`config.mk`:
```
export PLATFORM = sky130hd
export DESIGN_NAME = usf_status_bank
export DESIGN_NICKNAME = d
export VERILOG_FILES = /design/src/inc/usf_pkg.sv /design/src/hw/usf_status_bank.sv
export VERILOG_INCLUDE_DIRS = /design/src /design/src/inc
export SDC_FILE = /design/constraint.sdc
export NUM_CORES = 1
export LEC_CHECK = 0
export ABC_CLOCK_PERIOD_IN_PS = 1500
export BUFFER_PORTS_ARGS = -buffer_cell sky130_fd_sc_hd__buf_4
export CAP_MARGIN = 5
export CORE_MARGIN = 2
export CORE_UTILIZATION = 47
export DETAILED_ROUTE_END_ITERATION = 16
export PLACE_DENSITY_LB_ADDON = 0.2
export SLEW_MARGIN = 20
export SYNTH_ARGS = -nofsm -noshare
export SYNTH_HDL_FRONTEND = slang
export SYNTH_SLANG_ARGS = --single-unit
```
`constraint.sdc`:
```
create_clock -name clk_sys_i -period 1.5 [get_ports clk_sys_i]
set_clock_uncertainty 0.15 [all_clocks]
set_input_delay 0.375 -clock clk_sys_i [delete_from_list [all_inputs] [get_ports clk_sys_i]]
set_output_delay 0.375 -clock clk_sys_i [all_outputs]
set_load 0.05 [all_outputs]
```
`src/inc/usf_params.svh`:
```
/*
  Offsets, field positions, reset values and latency of the status flag bank.
  Assumes it is included by its bare name from the package and the design file.
*/
`ifndef USF_PARAMS_SVH
`define USF_PARAMS_SVH

`define USF_WORD_W 16
`define USF_WORD_COUNT 6
`define USF_WORD_RESET 16'h0000
`define USF_BUS_PAD 16'h0000
`define USF_BUS_IDLE 32'h0000_0000
`define USF_SRC_LATENCY 3

`define USF_OFS_CAB_HEALTH 8'h00
`define USF_OFS_CAB_CONTACTS 8'h04
`define USF_OFS_CAB_FAULT 8'h08
`define USF_OFS_MOD_CONTACTOR 8'h0C
`define USF_OFS_MOD_SUPPLY 8'h10
`define USF_OFS_MOD_DRIVE 8'h14

`define USF_IDX_CAB_HEALTH 3'h0
`define USF_IDX_CAB_CONTACTS 3'h1
`define USF_IDX_CAB_FAULT 3'h2
`define USF_IDX_MOD_CONTACTOR 3'h3
`define USF_IDX_MOD_SUPPLY 3'h4
`define USF_IDX_MOD_DRIVE 3'h5

`define USF_C1_LINK_LO 12
`define USF_C1_LINK_W 4
`define USF_C1_FUSE_LO 9
`define USF_C1_FUSE_W 3
`define USF_C1_SUPPLY_LO 6
`define USF_C1_SUPPLY_W 2
`define USF_C1_FAN_LO 0
`define USF_C1_FAN_W 3

`define USF_C2_SS_FUSE 15
`define USF_C2_CONTACT_LO 1
`define USF_C2_CONTACT_W 6

`define USF_C3_ROT_CW 15
`define USF_C3_ROT_CCW 14
`define USF_C3_FREQ_LOCK 13
`define USF_C3_MISMATCH 8
`define USF_C3_COMM_ERR 7
`define USF_C3_CB_TRIP 6
`define USF_C3_ZZ_OVERLOAD 1
`define USF_C3_ZZ_BREAKER 0

`define USF_MB_DISCHARGE 13
`define USF_MB_FUSE_LO 9
`define USF_MB_FUSE_W 2
`define USF_MB_SUPPLY_LO 6
`define USF_MB_SUPPLY_W 3
`define USF_MB_FAN_LO 0
`define USF_MB_FAN_W 6

`define USF_MC_STAGE_W 3
`define USF_MC_FLAGS_W 15

`endif

```
`src/inc/usf_pkg.sv`:
```
/*
  Types of the status flag bank: grouped source conditions and the address decode result.
  Assumes usf_params.svh is on the include path.
*/
`include "usf_params.svh"

package usf_pkg;

  typedef struct packed {
    logic [`USF_C1_LINK_W-1:0] board_link_ok;
    logic [`USF_C1_FUSE_W-1:0] cabinet_transformer_fuse_ok;
    logic [`USF_C1_SUPPLY_W-1:0] cabinet_supply_ok;
    logic [`USF_C1_FAN_W-1:0] cabinet_fan_ok;
  } usf_cab_health_type;

  typedef struct packed {
    logic static_switch_fuse_ok;
    logic [`USF_C2_CONTACT_W-1:0] remote_contact;
  } usf_cab_contacts_type;

  typedef struct packed {
    logic bypass_rotation_clockwise;
    logic bypass_rotation_counterclockwise;
    logic frequency_locked;
    logic bypass_contactor_feedback;
    logic satellite_link_error;
    logic bypass_breaker_overcurrent_trip;
    logic zigzag_overload_relay_trip;
    logic zigzag_breaker_trip;
  } usf_cab_fault_type;

  typedef struct packed {
    logic bypass_contactor_closed;
    logic output_contactor_closed;
    logic input_contactor_closed;
    logic user_board_link_ok;
    logic io_board_link_ok;
    logic fan_board_link_ok;
    logic module_dc_board_link_ok;
    logic module_ac_board_link_ok;
    logic generator_start_board_link_ok;
    logic unload_setpoint_timeout;
    logic low_speed_discharge_end;
    logic flywheel_master_on;
    logic external_sync_command;
    logic static_switch_contactor_state;
    logic static_switch_fuse_state;
    logic module_master_on;
  } usf_mod_contactor_type;

  typedef struct packed {
    logic discharge_active;
    logic [`USF_MB_FUSE_W-1:0] module_transformer_fuse_ok;
    logic [`USF_MB_SUPPLY_W-1:0] module_supply_ok;
    logic [`USF_MB_FAN_W-1:0] module_fan_ok;
  } usf_mod_supply_type;

  typedef struct packed {
    logic input_rotation_counterclockwise;
    logic input_rotation_clockwise;
    logic input_switch_ramp_finished;
    logic input_switch_timeout;
    logic flywheel_overspeed;
    logic rotor_position_sensor_fault;
    logic [`USF_MC_STAGE_W-1:0] flywheel_power_stage_fault;
    logic [`USF_MC_STAGE_W-1:0] utility_inverter_phase_fault;
    logic flywheel_interface_link_error;
    logic dc_bus_undervoltage;
    logic dc_bus_overvoltage;
  } usf_mod_drive_type;

  typedef struct packed {
    usf_cab_health_type cab_health;
    usf_cab_contacts_type cab_contacts;
    usf_cab_fault_type cab_fault;
    usf_mod_contactor_type mod_contactor;
    usf_mod_supply_type mod_supply;
    usf_mod_drive_type mod_drive;
  } usf_src_type;

  typedef struct packed {
    logic hit;
    logic [2:0] idx;
  } usf_sel_type;

endpackage

```
`src/hw/usf_status_bank.sv`:
```
/*
  Read-only bank of six 16-bit status words for a power system, read over classic Wishbone.
  Assumes every condition input comes from pins outside the clock domain, the bypass
  contactor command comes from logic on clk_sys_i, and the bus master keeps classic
  single-cycle Wishbone handshakes.
*/
// Design decisions made here: the address map and register access over Wishbone.
// Function
// RULE_01: Words are 16 bits, bit 15 most significant.
// RULE_02: Cabinet word 1 bits 15-12: board links good.
// RULE_03: Cabinet word 1 bits 11-9: transformer fuses intact.
// RULE_04: Cabinet word 1 bits 7,6: 24 V supplies.
// RULE_05: Cabinet word 1 bits 2-0: fans; spares.
// RULE_06: Cabinet word 2 bit 15: static switch fuse.
// RULE_07: Cabinet word 2 bits 6-1: remote contacts.
// RULE_08: Cabinet word 3 bits 15-13: rotation, frequency lock.
// RULE_09: Cabinet word 3 bit 8: bypass contactor mismatch.
// RULE_10: Cabinet word 3 bit 7: satellite link error.
// RULE_11: Cabinet word 3 bit 6: bypass breaker trip.
// RULE_12: Cabinet word 3 bits 1,0: zigzag relay trips.
// RULE_13: Module word A bits 15-13: contactors closed.
// RULE_14: Module word A bits 12-7: board links good.
// RULE_15: Module word A bit 6: unload setpoint timeout.
// RULE_16: Module word A bit 5: low speed discharge end.
// RULE_17: Module word A bits 4-0: controller, switch states.
// RULE_18: Module word B bits 10,9: transformer fuses.
// RULE_19: Module word B bits 8-6 supplies, 5-0 fans.
// RULE_20: Module word C bits 14,13: input rotation.
// RULE_21: Module word C bits 12,11: switch ramp, timeout.
// RULE_22: Module word C bits 10-0: drive fault flags.
// RULE_23: Spares read zero; software writes ignored.
// RULE_24: Sources synchronised; each read is coherent snapshot.
`timescale 1ns/100ps
`default_nettype none
`include "usf_params.svh"

module usf_status_bank (
  input wire logic clk_sys_i,
  input wire logic reset_n_i,
  input wire usf_pkg::usf_src_type status_src_i,
  input wire logic bypass_contactor_command_i,
  input wire logic wb_cyc_i,
  input wire logic wb_stb_i,
  input wire logic wb_we_i,
  input wire logic [7:0] wb_adr_i,
  input wire logic [3:0] wb_sel_i,
  input wire logic [31:0] wb_dat_i,
  output logic [31:0] wb_dat_o,
  output logic wb_ack_o
);
  import usf_pkg::*;

  usf_src_type src_meta;
  usf_src_type src_sync;
  logic [`USF_WORD_W-1:0] status_word [`USF_WORD_COUNT];
  logic [`USF_WORD_W-1:0] next_word [`USF_WORD_COUNT];
  usf_sel_type bus_sel;
  logic [`USF_WORD_W-1:0] sel_word;
  logic bus_req;
  logic [`USF_SRC_LATENCY-1:0] settle;
  logic settled;

  // Maps a byte address onto a word index; anything off the map is a miss.
  function automatic usf_sel_type usf_decode(input logic [7:0] adr);
    usf_sel_type sel;
    sel.hit = 1'b1;
    case (adr)
      `USF_OFS_CAB_HEALTH: sel.idx = `USF_IDX_CAB_HEALTH;
      `USF_OFS_CAB_CONTACTS: sel.idx = `USF_IDX_CAB_CONTACTS;
      `USF_OFS_CAB_FAULT: sel.idx = `USF_IDX_CAB_FAULT;
      `USF_OFS_MOD_CONTACTOR: sel.idx = `USF_IDX_MOD_CONTACTOR;
      `USF_OFS_MOD_SUPPLY: sel.idx = `USF_IDX_MOD_SUPPLY;
      `USF_OFS_MOD_DRIVE: sel.idx = `USF_IDX_MOD_DRIVE;
      default: begin
        sel.hit = 1'b0;
        sel.idx = `USF_IDX_CAB_HEALTH;
      end
    endcase
    return sel;
  endfunction

  // The first stage is read only by the second stage.
  // RULE_24: two-flop source synchroniser
  always_ff @(posedge clk_sys_i or negedge reset_n_i) begin
    if (!reset_n_i) begin
      src_meta <= '0;
      src_sync <= '0;
    end else begin
      src_meta <= status_src_i;
      src_sync <= src_meta;
    end
  end

  always_comb begin
    for (int i = 0; i < `USF_WORD_COUNT; i++) begin
      // RULE_23: spares default zero
      next_word[i] = `USF_WORD_RESET;
    end
    // RULE_02: cabinet board links
    next_word[`USF_IDX_CAB_HEALTH][`USF_C1_LINK_LO +: `USF_C1_LINK_W] = src_sync.cab_health.board_link_ok;
    // RULE_03: cabinet transformer fuses
    next_word[`USF_IDX_CAB_HEALTH][`USF_C1_FUSE_LO +: `USF_C1_FUSE_W] =
      src_sync.cab_health.cabinet_transformer_fuse_ok;
    // RULE_04: cabinet supplies
    next_word[`USF_IDX_CAB_HEALTH][`USF_C1_SUPPLY_LO +: `USF_C1_SUPPLY_W] = src_sync.cab_health.cabinet_supply_ok;
    // RULE_05: cabinet fans
    next_word[`USF_IDX_CAB_HEALTH][`USF_C1_FAN_LO +: `USF_C1_FAN_W] = src_sync.cab_health.cabinet_fan_ok;
    // RULE_06: static switch fuse
    next_word[`USF_IDX_CAB_CONTACTS][`USF_C2_SS_FUSE] = src_sync.cab_contacts.static_switch_fuse_ok;
    // RULE_07: remote input contacts
    next_word[`USF_IDX_CAB_CONTACTS][`USF_C2_CONTACT_LO +: `USF_C2_CONTACT_W] =
      src_sync.cab_contacts.remote_contact;
    // RULE_08: bypass rotation, lock
    next_word[`USF_IDX_CAB_FAULT][`USF_C3_ROT_CW] = src_sync.cab_fault.bypass_rotation_clockwise;
    next_word[`USF_IDX_CAB_FAULT][`USF_C3_ROT_CCW] = src_sync.cab_fault.bypass_rotation_counterclockwise;
    next_word[`USF_IDX_CAB_FAULT][`USF_C3_FREQ_LOCK] = src_sync.cab_fault.frequency_locked;
    // RULE_09: feedback against command
    next_word[`USF_IDX_CAB_FAULT][`USF_C3_MISMATCH] =
      src_sync.cab_fault.bypass_contactor_feedback ^ bypass_contactor_command_i;
    // A lost lock on any cabinet board also counts as a satellite link error.
    // RULE_10: satellite link error
    next_word[`USF_IDX_CAB_FAULT][`USF_C3_COMM_ERR] =
      src_sync.cab_fault.satellite_link_error | ~(&src_sync.cab_health.board_link_ok);
    // RULE_11: bypass breaker trip
    next_word[`USF_IDX_CAB_FAULT][`USF_C3_CB_TRIP] = src_sync.cab_fault.bypass_breaker_overcurrent_trip;
    // RULE_12: zigzag relay trips
    next_word[`USF_IDX_CAB_FAULT][`USF_C3_ZZ_OVERLOAD] = src_sync.cab_fault.zigzag_overload_relay_trip;
    next_word[`USF_IDX_CAB_FAULT][`USF_C3_ZZ_BREAKER] = src_sync.cab_fault.zigzag_breaker_trip;
    // The module contactor word is packed in bit order, so it maps whole.
    // RULE_13: module contactor word
    // RULE_14: module board links
    // RULE_15: unload setpoint timeout
    // RULE_16: low speed end
    // RULE_17: controller, switch states
    next_word[`USF_IDX_MOD_CONTACTOR] = src_sync.mod_contactor;
    next_word[`USF_IDX_MOD_SUPPLY][`USF_MB_DISCHARGE] = src_sync.mod_supply.discharge_active;
    // RULE_18: module transformer fuses
    next_word[`USF_IDX_MOD_SUPPLY][`USF_MB_FUSE_LO +: `USF_MB_FUSE_W] =
      src_sync.mod_supply.module_transformer_fuse_ok;
    // RULE_19: module supplies, fans
    next_word[`USF_IDX_MOD_SUPPLY][`USF_MB_SUPPLY_LO +: `USF_MB_SUPPLY_W] = src_sync.mod_supply.module_supply_ok;
    next_word[`USF_IDX_MOD_SUPPLY][`USF_MB_FAN_LO +: `USF_MB_FAN_W] = src_sync.mod_supply.module_fan_ok;
    // RULE_20: input phase rotation
    // RULE_21: input switch ramp
    // RULE_22: module drive faults
    next_word[`USF_IDX_MOD_DRIVE][`USF_MC_FLAGS_W-1:0] = src_sync.mod_drive;
  end

  // All words are refreshed on the same edge so a read never mixes two samples.
  // RULE_24: whole-word snapshot
  always_ff @(posedge clk_sys_i or negedge reset_n_i) begin
    if (!reset_n_i) begin
      for (int i = 0; i < `USF_WORD_COUNT; i++) begin
        status_word[i] <= `USF_WORD_RESET;
      end
    end else begin
      for (int i = 0; i < `USF_WORD_COUNT; i++) begin
        status_word[i] <= next_word[i];
      end
    end
  end

  assign bus_sel = usf_decode(wb_adr_i);
  assign sel_word = status_word[bus_sel.idx];
  assign bus_req = wb_cyc_i & wb_stb_i & ~wb_ack_o;

  always_ff @(posedge clk_sys_i or negedge reset_n_i) begin
    if (!reset_n_i) begin
      wb_ack_o <= 1'b0;
    end else begin
      wb_ack_o <= bus_req;
    end
  end

  // Writes and unmapped reads are acknowledged with zero data; byte enables are not needed.
  // RULE_23: writes ignored
  always_ff @(posedge clk_sys_i or negedge reset_n_i) begin
    if (!reset_n_i) begin
      wb_dat_o <= `USF_BUS_IDLE;
    end else if (bus_req) begin
      if (bus_sel.hit && !wb_we_i) begin
        // RULE_01: sixteen bits, low lanes
        wb_dat_o <= {`USF_BUS_PAD, sel_word};
      end else begin
        wb_dat_o <= `USF_BUS_IDLE;
      end
    end
  end

  // Checks on the status words below only start once every pipeline stage holds post-reset samples.
  always_ff @(posedge clk_sys_i or negedge reset_n_i) begin
    if (!reset_n_i) begin
      settle <= '0;
    end else begin
      settle <= {settle[`USF_SRC_LATENCY-2:0], 1'b1};
    end
  end
  assign settled = settle[`USF_SRC_LATENCY-1];
endmodule

`default_nettype wire

```
==> metrics <==
Initial DRC Count 135; Clock Tree Buf Depth 3; Port-buffer cells 100; maximum number of pins on one net before global-route repair 46; core region area 14000 um2; Clk pwr share roughly 42%; HPWL Detailed between 7000 and 8000 um; # diodes 0; GRT Util Overall approximately 17%; Gate power share 6.5%; critical-path maximum fanout 2; Reg area approximately 5700 um2; hold path startpoint wb_we_i; vias in the first global route approximately 4200; global-route wire length before repair just over 20000 um; WP buf/inv 1; Slew HR 64.8%; root cell of the clock tree clkbuf_16; fillcell total 949; sequential area share after synthesis between 80 and 90%; Non-Filler Cell Area, Final 9630 um2; fin. max-slew vios 0; final worst slack -121 ps; leading post-synthesis cells by cell area dfrtp_1 (83%), mux2i_1 (2.8%), buf_4 (1.8%), o21ai_0 (1.1%), a22o_1 (0.90%); die width roughly 120 um; Post-synth EDFFs 0; top cell type's share of synthesized area 83.5%; Syn-to-layout area delta 41.6%; Max stage delay on crit path approximately 430 ps; DRT Pass-1 Iters 4; H-tree level count 1; Worst-Skew Late Latency slightly below 500 ps; cells after synthesis ~400; Pwr Total around 13000 uW; initial core utilization between 40% and 50%; Tcrit/Tclk final 108%; internal cell power between 10000 and 15000 uW; critical path data arrival time 1100 ps; pre-CTS setup slack -641 ps; Hold Violations, Final 0; row cnt 43; Tmin final ~1600 ps; vias per inst between 4 and 5; RSZ-0062 raised after global routing true; WS Path Type flip-flop to output port; ys async rst share 100%; Routed wire per std cell roughly 15 um; clock-pin slew on the worst setup and hold paths 60 ps; Slowest-stage cell, CP dfrtp_1; type of origin of the critical path flip-flop; Slew @ Worst Pin 527 ps; final setup vio count 33; Synth warnings 0; Max-Cap Viols 0; Final ANT Viol Nets 0; Critical Path Sink Type output port; area of the multi-input gates ~1000 um2; Top FF cell, synth dfrtp_1; layout cells sized above 1 32.0%; failing checks setup timing; Die ar. roughly 15000 um2; synthesized flop and latch total 227; worst vdd ir around 0.0011 V; HP Class input port to flip-flop; die height 124 um; pwr/cell area about 1300 nW/um2; initial antenna violation count 0; Net Switching 2640 uW; critical path required time between 900 and 1000 ps; routability cong. around 0.80; Unique masters post-synth between 40 and 50; cell area after synthesis 6810 um2; DRC Markers 0; final net count 740; CTS tree built; Ports between 150 and 200; Reg2Reg Launch Point wb_ack_o$_DFF_PN0_; Worst setup startpoint wb_dat_o[0]$_DFFE_PN0P_; DP Area about 8000 um2; outcome finished with violations; clock buffer count from CTS 22; worst path cell trace buf_6; Leak 0.00452 uW; FMAX ~600 MHz; Synth area leader dfrtp_1; Flop pwr share 51.4%; Syn Area/Cell about 17 um2; via count 3804; Switching Share about a fifth; Clock Sinks between 200 and 250; final WL between 10000 and 15000 um; remaining global-route overflow 0; delay-heaviest family, CP flip-flops
==> stage by stage <==
stage | cells | utilization, % | TNS, ps | hold WS [ps]
5_1_grt | 815 | 68.9 | -4170 | 111
2_1_floorplan | 406 | - | -4550 | -70.6
3_5_place_dp | 692 | 57.0 | -8250 | 147
6_report | 815 | 68.9 | -2450 | 119
3_3_place_gp | 692 | 57.0 | -7920 | 141
4_1_cts | 810 | 68.6 | -2480 | 110
==> final timing paths <==
check / depth (start not counted) / to / slack [ps]
worst max-delay path: 1 / wb_dat_o[0] / -120
worst min-delay path: 3 / wb_dat_o[15]$_DFFE_PN0P_ / 120
worst max register to register: 4 / wb_dat_o[2]$_DFFE_PN0P_ / -110
worst min register to register: 0 / next_word[4]$_DFF_PN0_ / 200
max in group asynchronous: 3 / src_meta[7]$_DFF_PN0_ / 430
min in group asynchronous: 2 / wb_dat_o[5]$_DFFE_PN0P_ / 220
==> cell usage in the layout (no fill, tap or decap), types with 4 or more instances in the layout <==
cell / n
o21ai_0: 12
a21oi_2: 4
a221o_1: 4
nand2_1: 11
dfrtp_1: 226
a32o_1: 5
mux2i_1: 19
buf_6: 22
a22o_1: 7
nor2_1: 12
clkinv_2: 4
buf_4: 122
a21oi_1: 6
dlygate4sd3_1: 72
conb_1: 16
clkbuf_8: 8
clkbuf_16: 23
o21a_1: 7
nand3_1: 5
==> what timing repair did <==
item | in CTS | in global routing
resized for setup | 30 | 0
setup endpoints to repair | 33 | 33
pin swaps | 7 | 0
endpoints found under the hold margin | 249 | 0
cloned | 0 | 0
buffers inserted | 7 | 5
hold buffers | 72 | 0
==> power groups by stage <==
stage | registers, uW | clock network, uW | logic, uW
after floorplan | 6590 | 0 | 281
after global placement | 6610 | 0 | 647
after detailed placement | 6620 | 0 | 664
after CTS | 6510 | 5420 | 826
after global routing | 6530 | 5730 | 900
final | 6500 | 5320 | 822
==> state kept, by name (all words and copies together) (netlist names) <==
name	cells
src_meta	70
status_word	70
next_word	68
wb_dat_o	16
src_sync	2
wb_ack_o	1
==> worst min-delay path, cell delays in order <==
cell and delay (ps):
buf_4 90, or3_4 190, o31ai_4 80
==> synth_stat cells (all sizes together) (2+ instances only) <==
cell type and number:
dfrtp 227, mux2i 19, buf 18, o21ai 16
nor2 14, clkbuf 11, nand2 11, a21oi 10
a22o 7, o21a 7, a32o 5, nand3 5
nor3 5, a221o 4, a211o 3, a31oi 3
inv 3, mux2 2, nor2b 2, o31ai 2
or3 2
==> kinds of logic after synthesis <==
family          share of synthesized area (%)
compound gates                           6.60
xor+xnor                                0.129
buf+inv                                  2.78
flops                                    83.5
mux                                      3.18
other cells                            0.0551
simple gates                             3.79
==> cell type report <==
class	instances	area share [%]
inverter	3	0.117
sequential	227	59.0
tap	180	2.34
multi-input combinational	147	10.9
clock inverter	6	0.364
timing repair buffer	219	20.1
clock buffer	33	7.20
==> metal layers <==
metal	global-route usage (%)	share of wire [%]	wire (um)	vias to the layer above
li1	-	-	-	1747
met5	0	0	0	-
met3	4.08	5.4	677	23
met4	4.56	1.9	235	0
met1	20.9	40	5020	1929
met2	29.8	52	6490	105
Power figures use the tool's default switching activity.
